## src/include/engine_ctrl_map.vh

```
// Register offsets, field positions, reset values and counts for the engine control block.
`ifndef ENGINE_CTRL_MAP_VH
`define ENGINE_CTRL_MAP_VH

// ****************************************************************
// Register offsets (byte addresses)
// ****************************************************************
`define OFF_COMMON_CONTROL 12'h000
`define OFF_COMMON_STATUS 12'h004
`define OFF_IRQ_STATUS 12'h020
`define OFF_IRQ_MASK 12'h024
`define OFF_ERROR_INFO 12'h028

// ****************************************************************
// Field positions
// ****************************************************************
`define CTL_RUN_STOP_BIT 0
`define CTL_SOFT_RESET_BIT 2
`define STS_HALTED_BIT 0
`define STS_IDLE_BIT 1
`define IRQ_HALTED_EV 0
`define IRQ_IDLE_EV 1
`define IRQ_ERROR_EV 2
`define IRQ_RESET_DONE_EV 3
`define IRQ_WIDTH 4

// ****************************************************************
// Reset values
// ****************************************************************
`define CONTROL_RESET 32'h0000_0000
`define STATUS_RESET 32'h0000_0001
`define IRQ_MASK_RESET 4'h0

// ****************************************************************
// Timing: longest drain wait during a soft reset
// ****************************************************************
`define DRAIN_TIMEOUT_NS 51200
`define CLK_PERIOD_NS 50
`define DRAIN_TIMEOUT_CYCLES (`DRAIN_TIMEOUT_NS / `CLK_PERIOD_NS)

`endif

```

## src/core/pulse_sync.v

```verilog
// Two flip-flop level synchroniser for a bus of inputs from another domain.
`timescale 1ns/1ps
`default_nettype none

module pulse_sync #(
   parameter WIDTH = 1
) (
   input wire clk,
   input wire rst_n,
   input wire [WIDTH-1:0] async_in,
   output reg [WIDTH-1:0] sync_out
);

   reg [WIDTH-1:0] meta_reg;

   // The first stage feeds only the second, to let metastability settle.
   always @(posedge clk or negedge rst_n) begin
      if (!rst_n) begin
         meta_reg <= {WIDTH{1'b0}};
         sync_out <= {WIDTH{1'b0}};
      end else begin
         meta_reg <= async_in;
         sync_out <= meta_reg;
      end
   end

endmodule
`default_nettype wire

```

## src/core/drain_timer.v

```verilog
// Watchdog counter that bounds how long a drain may wait for the datapath.
`timescale 1ns/1ps
`default_nettype none

module drain_timer #(
   parameter WIDTH = 16
) (
   input wire clk,
   input wire rst_n,
   input wire run,
   input wire [WIDTH-1:0] limit,
   output reg expired
);

   reg [WIDTH-1:0] count_reg;

   // Counts while run is high; clears as soon as run drops.
   always @(posedge clk or negedge rst_n) begin
      if (!rst_n) begin
         count_reg <= {WIDTH{1'b0}};
         expired <= 1'b0;
      end else if (!run) begin
         count_reg <= {WIDTH{1'b0}};
         expired <= 1'b0;
      end else if (count_reg >= limit) begin
         expired <= 1'b1;
      end else begin
         count_reg <= count_reg + {{(WIDTH-1){1'b0}}, 1'b1};
      end
   end

endmodule
`default_nettype wire

```

## src/core/engine_run_reset_ctrl.v

```verilog
// Run/stop, graceful soft reset, halted/idle status and interrupts.
`timescale 1ns/1ps
`default_nettype none
`include "engine_ctrl_map.vh"

module engine_run_reset_ctrl #(
   parameter NUM_CHANNELS = 16,
   parameter DRAIN_CYCLES = `DRAIN_TIMEOUT_CYCLES
) (
   input wire pclk,
   input wire presetn,
   input wire psel,
   input wire penable,
   input wire pwrite,
   input wire [11:0] paddr,
   input wire [31:0] pwdata,
   output reg [31:0] prdata,
   output reg pready,
   output reg pslverr,
   input wire [NUM_CHANNELS-1:0] chan_at_tail,
   input wire desc_queue_empty,
   input wire cmd_outstanding,
   input wire update_queue_busy,
   input wire [NUM_CHANNELS-1:0] tail_ptr_write,
   input wire error_event,
   output reg engine_run,
   output reg engine_flush,
   output reg core_reset_n,
   output reg irq
);

   // ****************************************************************
   // State encoding
   // ****************************************************************
   localparam [1:0] ST_HALTED = 2'd0;
   localparam [1:0] ST_RUNNING = 2'd1;
   localparam [1:0] ST_STOPPING = 2'd2;
   localparam [1:0] ST_RESETTING = 2'd3;
   // The parameter is unsized, so it is given a width before it is cut.
   localparam [31:0] DRAIN_CYCLES_W = DRAIN_CYCLES;
   localparam [15:0] DRAIN_LIMIT = DRAIN_CYCLES_W[15:0];

   reg [1:0] state_reg;
   reg [1:0] state_next;
   reg run_stop_reg;
   reg soft_reset_reg;
   reg halted_reg;
   reg idle_reg;
   reg error_latched_reg;
   reg [`IRQ_WIDTH-1:0] irq_status_reg;
   reg [`IRQ_WIDTH-1:0] irq_mask_reg;
   reg [`IRQ_WIDTH-1:0] irq_event;
   reg [31:0] rdata_next;
   reg slverr_next;
   reg reset_pulse_reg;

   wire [NUM_CHANNELS-1:0] tail_sync;
   wire [2:0] misc_sync;
   wire err_s;
   wire busy_s;
   wire upd_s;
   wire queue_empty_s;
   wire drain_expired;
   wire drained;
   wire all_at_tail;
   wire bus_access;
   wire bus_write;
   wire bus_read;
   wire ctl_write;
   wire status_read;
   wire irq_read;
   wire tail_write_any;
   wire [NUM_CHANNELS-1:0] tail_write_s;

   // ****************************************************************
   // Input synchronisers
   // ****************************************************************

   // Datapath status comes from pins, so each bit passes two flops.
   pulse_sync #(.WIDTH(NUM_CHANNELS)) u_tail_sync (
      .clk(pclk),
      .rst_n(presetn),
      .async_in(chan_at_tail),
      .sync_out(tail_sync)
   );

   pulse_sync #(.WIDTH(4)) u_misc_sync (
      .clk(pclk),
      .rst_n(presetn),
      .async_in({error_event, cmd_outstanding, update_queue_busy,
         desc_queue_empty}),
      .sync_out({err_s, misc_sync})
   );

   pulse_sync #(.WIDTH(NUM_CHANNELS)) u_tailwr_sync (
      .clk(pclk),
      .rst_n(presetn),
      .async_in(tail_ptr_write),
      .sync_out(tail_write_s)
   );

   assign busy_s = misc_sync[2];
   assign upd_s = misc_sync[1];
   assign queue_empty_s = misc_sync[0];

   // Write-backs in the update queue count as outstanding work.
   assign drained = !busy_s && !upd_s;
   assign all_at_tail = &tail_sync;
   assign tail_write_any = |tail_write_s;

   // ****************************************************************
   // Drain watchdog
   // ****************************************************************

   // A stuck datapath must not hang a soft reset forever, so the wait
   // is bounded; on expiry the flush ends, the core reset pulses and in-flight read data
   // is simply dropped.
   drain_timer #(.WIDTH(16)) u_drain_timer (
      .clk(pclk),
      .rst_n(presetn),
      .run(state_reg == ST_RESETTING),
      .limit(DRAIN_LIMIT),
      .expired(drain_expired)
   );

   // ****************************************************************
   // APB decode
   // ****************************************************************
   assign bus_access = psel && penable;
   assign bus_write = bus_access && pwrite;
   assign bus_read = bus_access && !pwrite;
   assign ctl_write = bus_write && (paddr == `OFF_COMMON_CONTROL);
   assign status_read = bus_read && (paddr == `OFF_COMMON_STATUS);
   assign irq_read = bus_read && (paddr == `OFF_IRQ_STATUS);

   // ****************************************************************
   // Engine state machine
   // ****************************************************************

   // Next-state logic for run, stop and soft reset sequencing.
   always @* begin
      state_next = state_reg;
      case (state_reg)
         ST_HALTED: begin
            if (run_stop_reg && !error_latched_reg) begin
               state_next = ST_RUNNING;
            end
         end
         ST_RUNNING: begin
            if (!run_stop_reg) begin
               state_next = ST_STOPPING;
            end
         end
         ST_STOPPING: begin
            // Read data in flight is waited for here; no watchdog cuts it short.
            if (drained) begin
               state_next = ST_HALTED;
            end
         end
         ST_RESETTING: begin
            if (drained || drain_expired) begin
               state_next = ST_HALTED;
            end
         end
         default: begin
            state_next = ST_HALTED;
         end
      endcase
      if (soft_reset_reg && state_reg != ST_RESETTING) begin
         state_next = ST_RESETTING;
      end
      // The cycle after the reset pulse lands in halted, so a stale run
      // or soft reset bit cannot start a second pass.
      if (reset_pulse_reg) begin
         state_next = ST_HALTED;
      end
   end

   // State register, engine outputs and the reset pulse to the core.
   always @(posedge pclk or negedge presetn) begin
      if (!presetn) begin
         state_reg <= ST_HALTED;
         engine_run <= 1'b0;
         engine_flush <= 1'b0;
         core_reset_n <= 1'b1;
         reset_pulse_reg <= 1'b0;
      end else begin
         state_reg <= state_next;
         engine_run <= (state_next == ST_RUNNING);
         engine_flush <= (state_next == ST_RESETTING);
         // Pulse low for one cycle to reset both directions.
         reset_pulse_reg <= (state_reg == ST_RESETTING) &&
            (state_next == ST_HALTED);
         core_reset_n <= !((state_reg == ST_RESETTING) &&
            (state_next == ST_HALTED));
      end
   end

   // ****************************************************************
   // Control and status registers
   // ****************************************************************

   // Control bits; the soft reset end restores every reset value.
   always @(posedge pclk or negedge presetn) begin
      if (!presetn) begin
         run_stop_reg <= 1'b0;
         soft_reset_reg <= 1'b0;
         error_latched_reg <= 1'b0;
         halted_reg <= 1'b1;
         idle_reg <= 1'b0;
         irq_mask_reg <= `IRQ_MASK_RESET;
      end else if (reset_pulse_reg) begin
         // Everything returns to reset; software reprograms.
         run_stop_reg <= 1'b0;
         soft_reset_reg <= 1'b0;
         error_latched_reg <= 1'b0;
         halted_reg <= 1'b1;
         idle_reg <= 1'b0;
         irq_mask_reg <= `IRQ_MASK_RESET;
      end else begin
         if (err_s) begin
            // Error wins over a write of the run bit.
            run_stop_reg <= 1'b0;
            error_latched_reg <= 1'b1;
         end else if (ctl_write) begin
            // Software may drop run at any moment.
            run_stop_reg <= pwdata[`CTL_RUN_STOP_BIT] &&
               !error_latched_reg;
         end else if (tail_write_any && idle_reg && !error_latched_reg) begin
            run_stop_reg <= 1'b1;
         end
         if (ctl_write && pwdata[`CTL_SOFT_RESET_BIT]) begin
            soft_reset_reg <= 1'b1;
         end
         // Halted lags run clearing until the drain is done; a soft reset sets it at once.
         halted_reg <= (state_next == ST_HALTED) ||
            (state_next == ST_RESETTING);
         idle_reg <= (state_next == ST_RUNNING) && all_at_tail &&
            queue_empty_s && drained && !tail_write_any;
         if (bus_write && paddr == `OFF_IRQ_MASK) begin
            irq_mask_reg <= pwdata[`IRQ_WIDTH-1:0];
         end
      end
   end

   // ****************************************************************
   // Interrupts
   // ****************************************************************

   // Event sources: halted rising after a stop, idle rising, error, reset done.
   always @* begin
      irq_event = {`IRQ_WIDTH{1'b0}};
      irq_event[`IRQ_HALTED_EV] = !halted_reg &&
         (state_next == ST_HALTED);
      irq_event[`IRQ_IDLE_EV] = !idle_reg && (state_next == ST_RUNNING) &&
         all_at_tail && queue_empty_s && drained && !tail_write_any;
      irq_event[`IRQ_ERROR_EV] = err_s && !error_latched_reg;
      irq_event[`IRQ_RESET_DONE_EV] = reset_pulse_reg;
   end

   // Sticky status; a read clears it, but a same-cycle event wins.
   always @(posedge pclk or negedge presetn) begin
      if (!presetn) begin
         irq_status_reg <= {`IRQ_WIDTH{1'b0}};
         irq <= 1'b0;
      end else if (reset_pulse_reg) begin
         // Old events go with the soft reset; only its done bit stays.
         irq_status_reg <= irq_event;
         irq <= 1'b0;
      end else begin
         irq_status_reg <= (irq_read ? {`IRQ_WIDTH{1'b0}} :
            irq_status_reg) | irq_event;
         irq <= |(((irq_read ? {`IRQ_WIDTH{1'b0}} : irq_status_reg) |
            irq_event) & irq_mask_reg);
      end
   end

   // ****************************************************************
   // APB read path
   // ****************************************************************

   // Read mux; reserved bits read as zero.
   always @* begin
      rdata_next = 32'h0000_0000;
      slverr_next = 1'b0;
      case (paddr)
         `OFF_COMMON_CONTROL: begin
            rdata_next[`CTL_RUN_STOP_BIT] = run_stop_reg;
            rdata_next[`CTL_SOFT_RESET_BIT] = soft_reset_reg;
         end
         `OFF_COMMON_STATUS: begin
            rdata_next[`STS_HALTED_BIT] = halted_reg;
            rdata_next[`STS_IDLE_BIT] = idle_reg;
         end
         `OFF_IRQ_STATUS: begin
            rdata_next[`IRQ_WIDTH-1:0] = irq_status_reg;
         end
         `OFF_IRQ_MASK: begin
            rdata_next[`IRQ_WIDTH-1:0] = irq_mask_reg;
         end
         `OFF_ERROR_INFO: begin
            rdata_next[0] = error_latched_reg;
         end
         default: begin
            slverr_next = 1'b1;
         end
      endcase
   end

   // Zero-wait answer: pready and data register in the setup cycle so
   // they stand during the access phase.
   always @(posedge pclk or negedge presetn) begin
      if (!presetn) begin
         prdata <= 32'h0000_0000;
         pready <= 1'b0;
         pslverr <= 1'b0;
      end else begin
         pready <= psel && !penable;
         pslverr <= psel && !penable && slverr_next;
         // An unmapped write also loads the zero data, so an error answer
         // never carries stale bits from an earlier read.
         if (psel && !penable && (!pwrite || slverr_next)) begin
            prdata <= rdata_next;
         end
      end
   end

endmodule
`default_nettype wire

```

## config.mk

```make
export PLATFORM = sky130hd
export DESIGN_NAME = engine_run_reset_ctrl
export DESIGN_NICKNAME = d
export VERILOG_FILES = /design/src/core/pulse_sync.v /design/src/core/drain_timer.v /design/src/core/engine_run_reset_ctrl.v
export VERILOG_INCLUDE_DIRS = /design/src /design/src/include
export SDC_FILE = /design/constraint.sdc
export NUM_CORES = 1
export LEC_CHECK = 0
export ABC_AREA = 1
export BUFFER_PORTS_ARGS = -buffer_cell sky130_fd_sc_hd__buf_4
export CAP_MARGIN = 20
export CORE_ASPECT_RATIO = 0.9
export CORE_MARGIN = 3
export CORE_UTILIZATION = 58
export DETAILED_ROUTE_END_ITERATION = 12
export PLACE_DENSITY = 0.87
export SLEW_MARGIN = 5
export SYNTH_ARGS = -nofsm -noshare
export SYNTH_HDL_FRONTEND = slang
export SYNTH_HIERARCHICAL = 1
export SYNTH_SLANG_ARGS = --single-unit
```

## constraint.sdc

```tcl
create_clock -name pclk -period 4.6 [get_ports pclk]
set_input_delay 0.92 -clock pclk [delete_from_list [all_inputs] [get_ports pclk]]
set_output_delay 0.92 -clock pclk [all_outputs]
set_load 0.05 [all_outputs]
```

==> results.json <==
{
  "clk_pin_slew_ns": 0.06,
  "tns_ns": 0,
  "fmax_mhz": 361,
  "grt_pass1_vias": 3994,
  "grt_use_total_pct": 22.9,
  "startpoint_type": "register",
  "viasPerCell": 5.04,
  "setup_viol": 0,
  "synth_flop_cell": "dfrtp_1",
  "layout_min_cycle_time_ns": 2.77,
  "gp_congestion": 0.857,
  "grt_max_degree": 100,
  "slowest_delay_ns": 0.72,
  "crit_path_frequent_cell": "nand2_1",
  "min_path_type": "in -> async",
  "slew_violations": 0,
  "cts_tree": "done",
  "cts.sinks": 115,
  "antenna_found_initial": 0,
  "nFillCells": 535,
  "post-dp-hpwl_mm": 6.65,
  "initial_core_util_pct": 61.7,
  "worstPathRequired_ns": 4.99,
  "cts_root_buf": "clkbuf_8",
  "synth.area.top_cells": "dfrtp_1, nand2_1, ha_1",
  "cp_max_fo": 34,
  "overflow": 0,
  "cts_resized": 0,
  "drv_cap": 0,
  "grt_first_pass_wirelength_mm": 17.9,
  "final_nets": 742,
  "status": "completed",
  "diodes": 0,
  "synth_top_area_cell": "dfrtp_1",
  "netlist_top_cells_count": "nand2_1, dfrtp_1, inv_1",
  "cts_made_buffers": 17,
  "drive_gt1_share_pct": 21.1,
  "syn2layout_area_growth_pct": 22.3,
  "slew_headroom_pct": 34.7,
  "die_area_um2": 10000,
  "hold_viol_final": 0,
  "crit_chain": "nand2_1 -> inv_1 -> nor2_1 -> inv_1 -> o311ai_0 -> nand2_1 -> inv_1 -> ha_1 -> nand2_1 -> nor2_1 -> nand3_1 -> nor2_1 -> nand2_1 -> nand2_1 -> nand2_1 -> nand2_1 -> nor2_1 -> nor2_1",
  "finalCritPeriodShare_pct": 60.1,
  "htree_levels": 4,
  "dr.pass1.iters": 5,
  "die_w_um": 105,
  "crit_path_end_kind": "register",
  "io_buffers": 66,
  "pin_count": 123,
  "cp.arrival_ns": 3.15,
  "cp_slowest_cell": "inv_1",
  "drt_iter0_markers": 233,
  "yosysMostFrequentCell": "nand2_1",
  "synth-edff-count": 0,
  "synthCells": 544,
  "wl_mm": 10.9,
  "hold_ws_ns": 0.329,
  "cts_hold_buffers": 0,
  "ir_worst_vdd_uv": 394,
  "dieHeight_um": 95.4,
  "row_count": 31,
  "clk_path_buf_depth": 2,
  "p_per_area_nw_per_um2": 459,
  "insertion_delay_ns": 0.52,
  "post_cts_buffers": 0,
  "ys_ff_latch": 115,
  "syn_avg_cell_area_um2": 9.46,
  "drtAntennaViolNets": 0,
  "crit_type": "reg -> reg",
  "num_vias": 3858,
  "finClkSkew_ns": 0.00890,
  "power_leakage_nw": 3.23,
  "seq_area_frac_synth_pct": 56.0,
  "synthArstFlopShare_pct": 100,
  "tightestPinTransition_ns": 0.978,
  "rsz0062_at_grt": "false",
  "drc_errors": 0,
  "yosys_warnings": 6,
  "finalPower_mw": 2.89,
  "coreArea_um2": 8340,
  "syn-cell-area_um2": 5150,
  "avgRoutedWirePerCell_um": 14.2,
  "synth_cell_types": 36,
  "yosys.area.top_type_share_pct": 54.9
}
==> critical path: cells and delay by family (launching register included) <==
kind | cells | cell delay [ns]
DFF | 1 | 0.41
buffers and inverters | 3 | 0.92
AOI/OAI and AO/OA | 1 | 0.14
adders and majority gates | 1 | 0.23
and+or+nand+nor | 13 | 0.94
==> kinds of logic (layout without fill, tap and decap cells) <==
logic type / count (synthesis) / after routing / share of synthesized area, %
AO/OA/AOI/OAI: 24 / 24 / 2.63
XOR/XNOR: 8 / 8 / 1.36
adder cells (fa/ha/maj): 20 / 20 / 4.86
buffers and inverters: 106 / 170 / 10.1
flip-flops: 115 / 115 / 56.0
other: 2 / 44 / 0.146
AND/OR/NAND/NOR: 269 / 269 / 25.0
==> through the flow <==
| stage | setup WS [ns] | utilization (%) | cell area, µm² | instances |
|---|---|---|---|---|
| final | 1.83 | 75.5 | 6290 | 765 |
| after global placement | 2.07 | 68.3 | 5700 | 732 |
| after CTS | 1.90 | 75.2 | 6270 | 764 |
| after detailed placement | 1.97 | 68.3 | 5700 | 732 |
| after global routing | 1.50 | 75.5 | 6290 | 765 |
| after floorplan | 2.77 | - | 5310 | 586 |
==> worst paths after layout <==
| kind | start | end | slack, ns | cells past startpoint |
|---|---|---|---|---|
| max | state_reg[1] | irq | 1.83 | 18 |
| min | presetn | u_tail_sync/meta_reg[7] | 0.33 | 1 |
| max reg2reg | state_reg[1] | irq | 1.83 | 18 |
| min reg2reg | u_tailwr_sync/meta_reg[13] | u_tailwr_sync/sync_out[13] | 0.35 | 0 |
| max in group asynchronous | presetn | core_reset_n | 3.25 | 3 |
| min in group pclk | u_tailwr_sync/meta_reg[13] | u_tailwr_sync/sync_out[13] | 0.35 | 0 |
==> cell type report <==
cell class | instances | area, µm² | share of cell area [%]
Sequential cell | 115 | 2880 | 45.8
Multi-Input combinational cell | 365 | 1910 | 30.3
Timing Repair Buffer | 68 | 531 | 8.43
Clock buffer | 18 | 428 | 6.80
Inverter | 70 | 263 | 4.17
Tap cell | 115 | 144 | 2.29
Clock inverter | 14 | 143 | 2.27
==> cell usage in the layout (no fill, tap or decap), drive strengths merged <==
cell type,synthesis,final
nand2,141,141
dfrtp,113,113
inv,68,76
buf,34,68
nor2,58,58
conb,2,44
nand3,37,37
nand4,25,25
ha,20,20
clkbuf,2,18
a21oi,10,10
o21ai,10,10
xor2,4,4
xnor2,4,4
clkinv,2,4
nor3,4,4
clkinvlp,0,3
nand3b,3,3
dfstp,2,2
o22ai,1,1
o311ai,1,1
nor4,1,1
o221ai,1,1
bufinv,0,1
o21a,1,1
==> routing by layer <==
metal / vias up / track usage, % / wire length, µm
met5: - / 0 / 0
met4: 0 / 8.63 / 166
met3: 25 / 6.77 / 823
met2: 174 / 39.7 / 5530
met1: 1821 / 27.4 / 4350
li1: 1838 / - / -
==> power breakdown <==
group          internal, mW  switching (mW)
clock                 0.747           0.520
sequential             1.12          0.0591
combinational         0.133           0.314
Power figures use the tool's default switching activity.
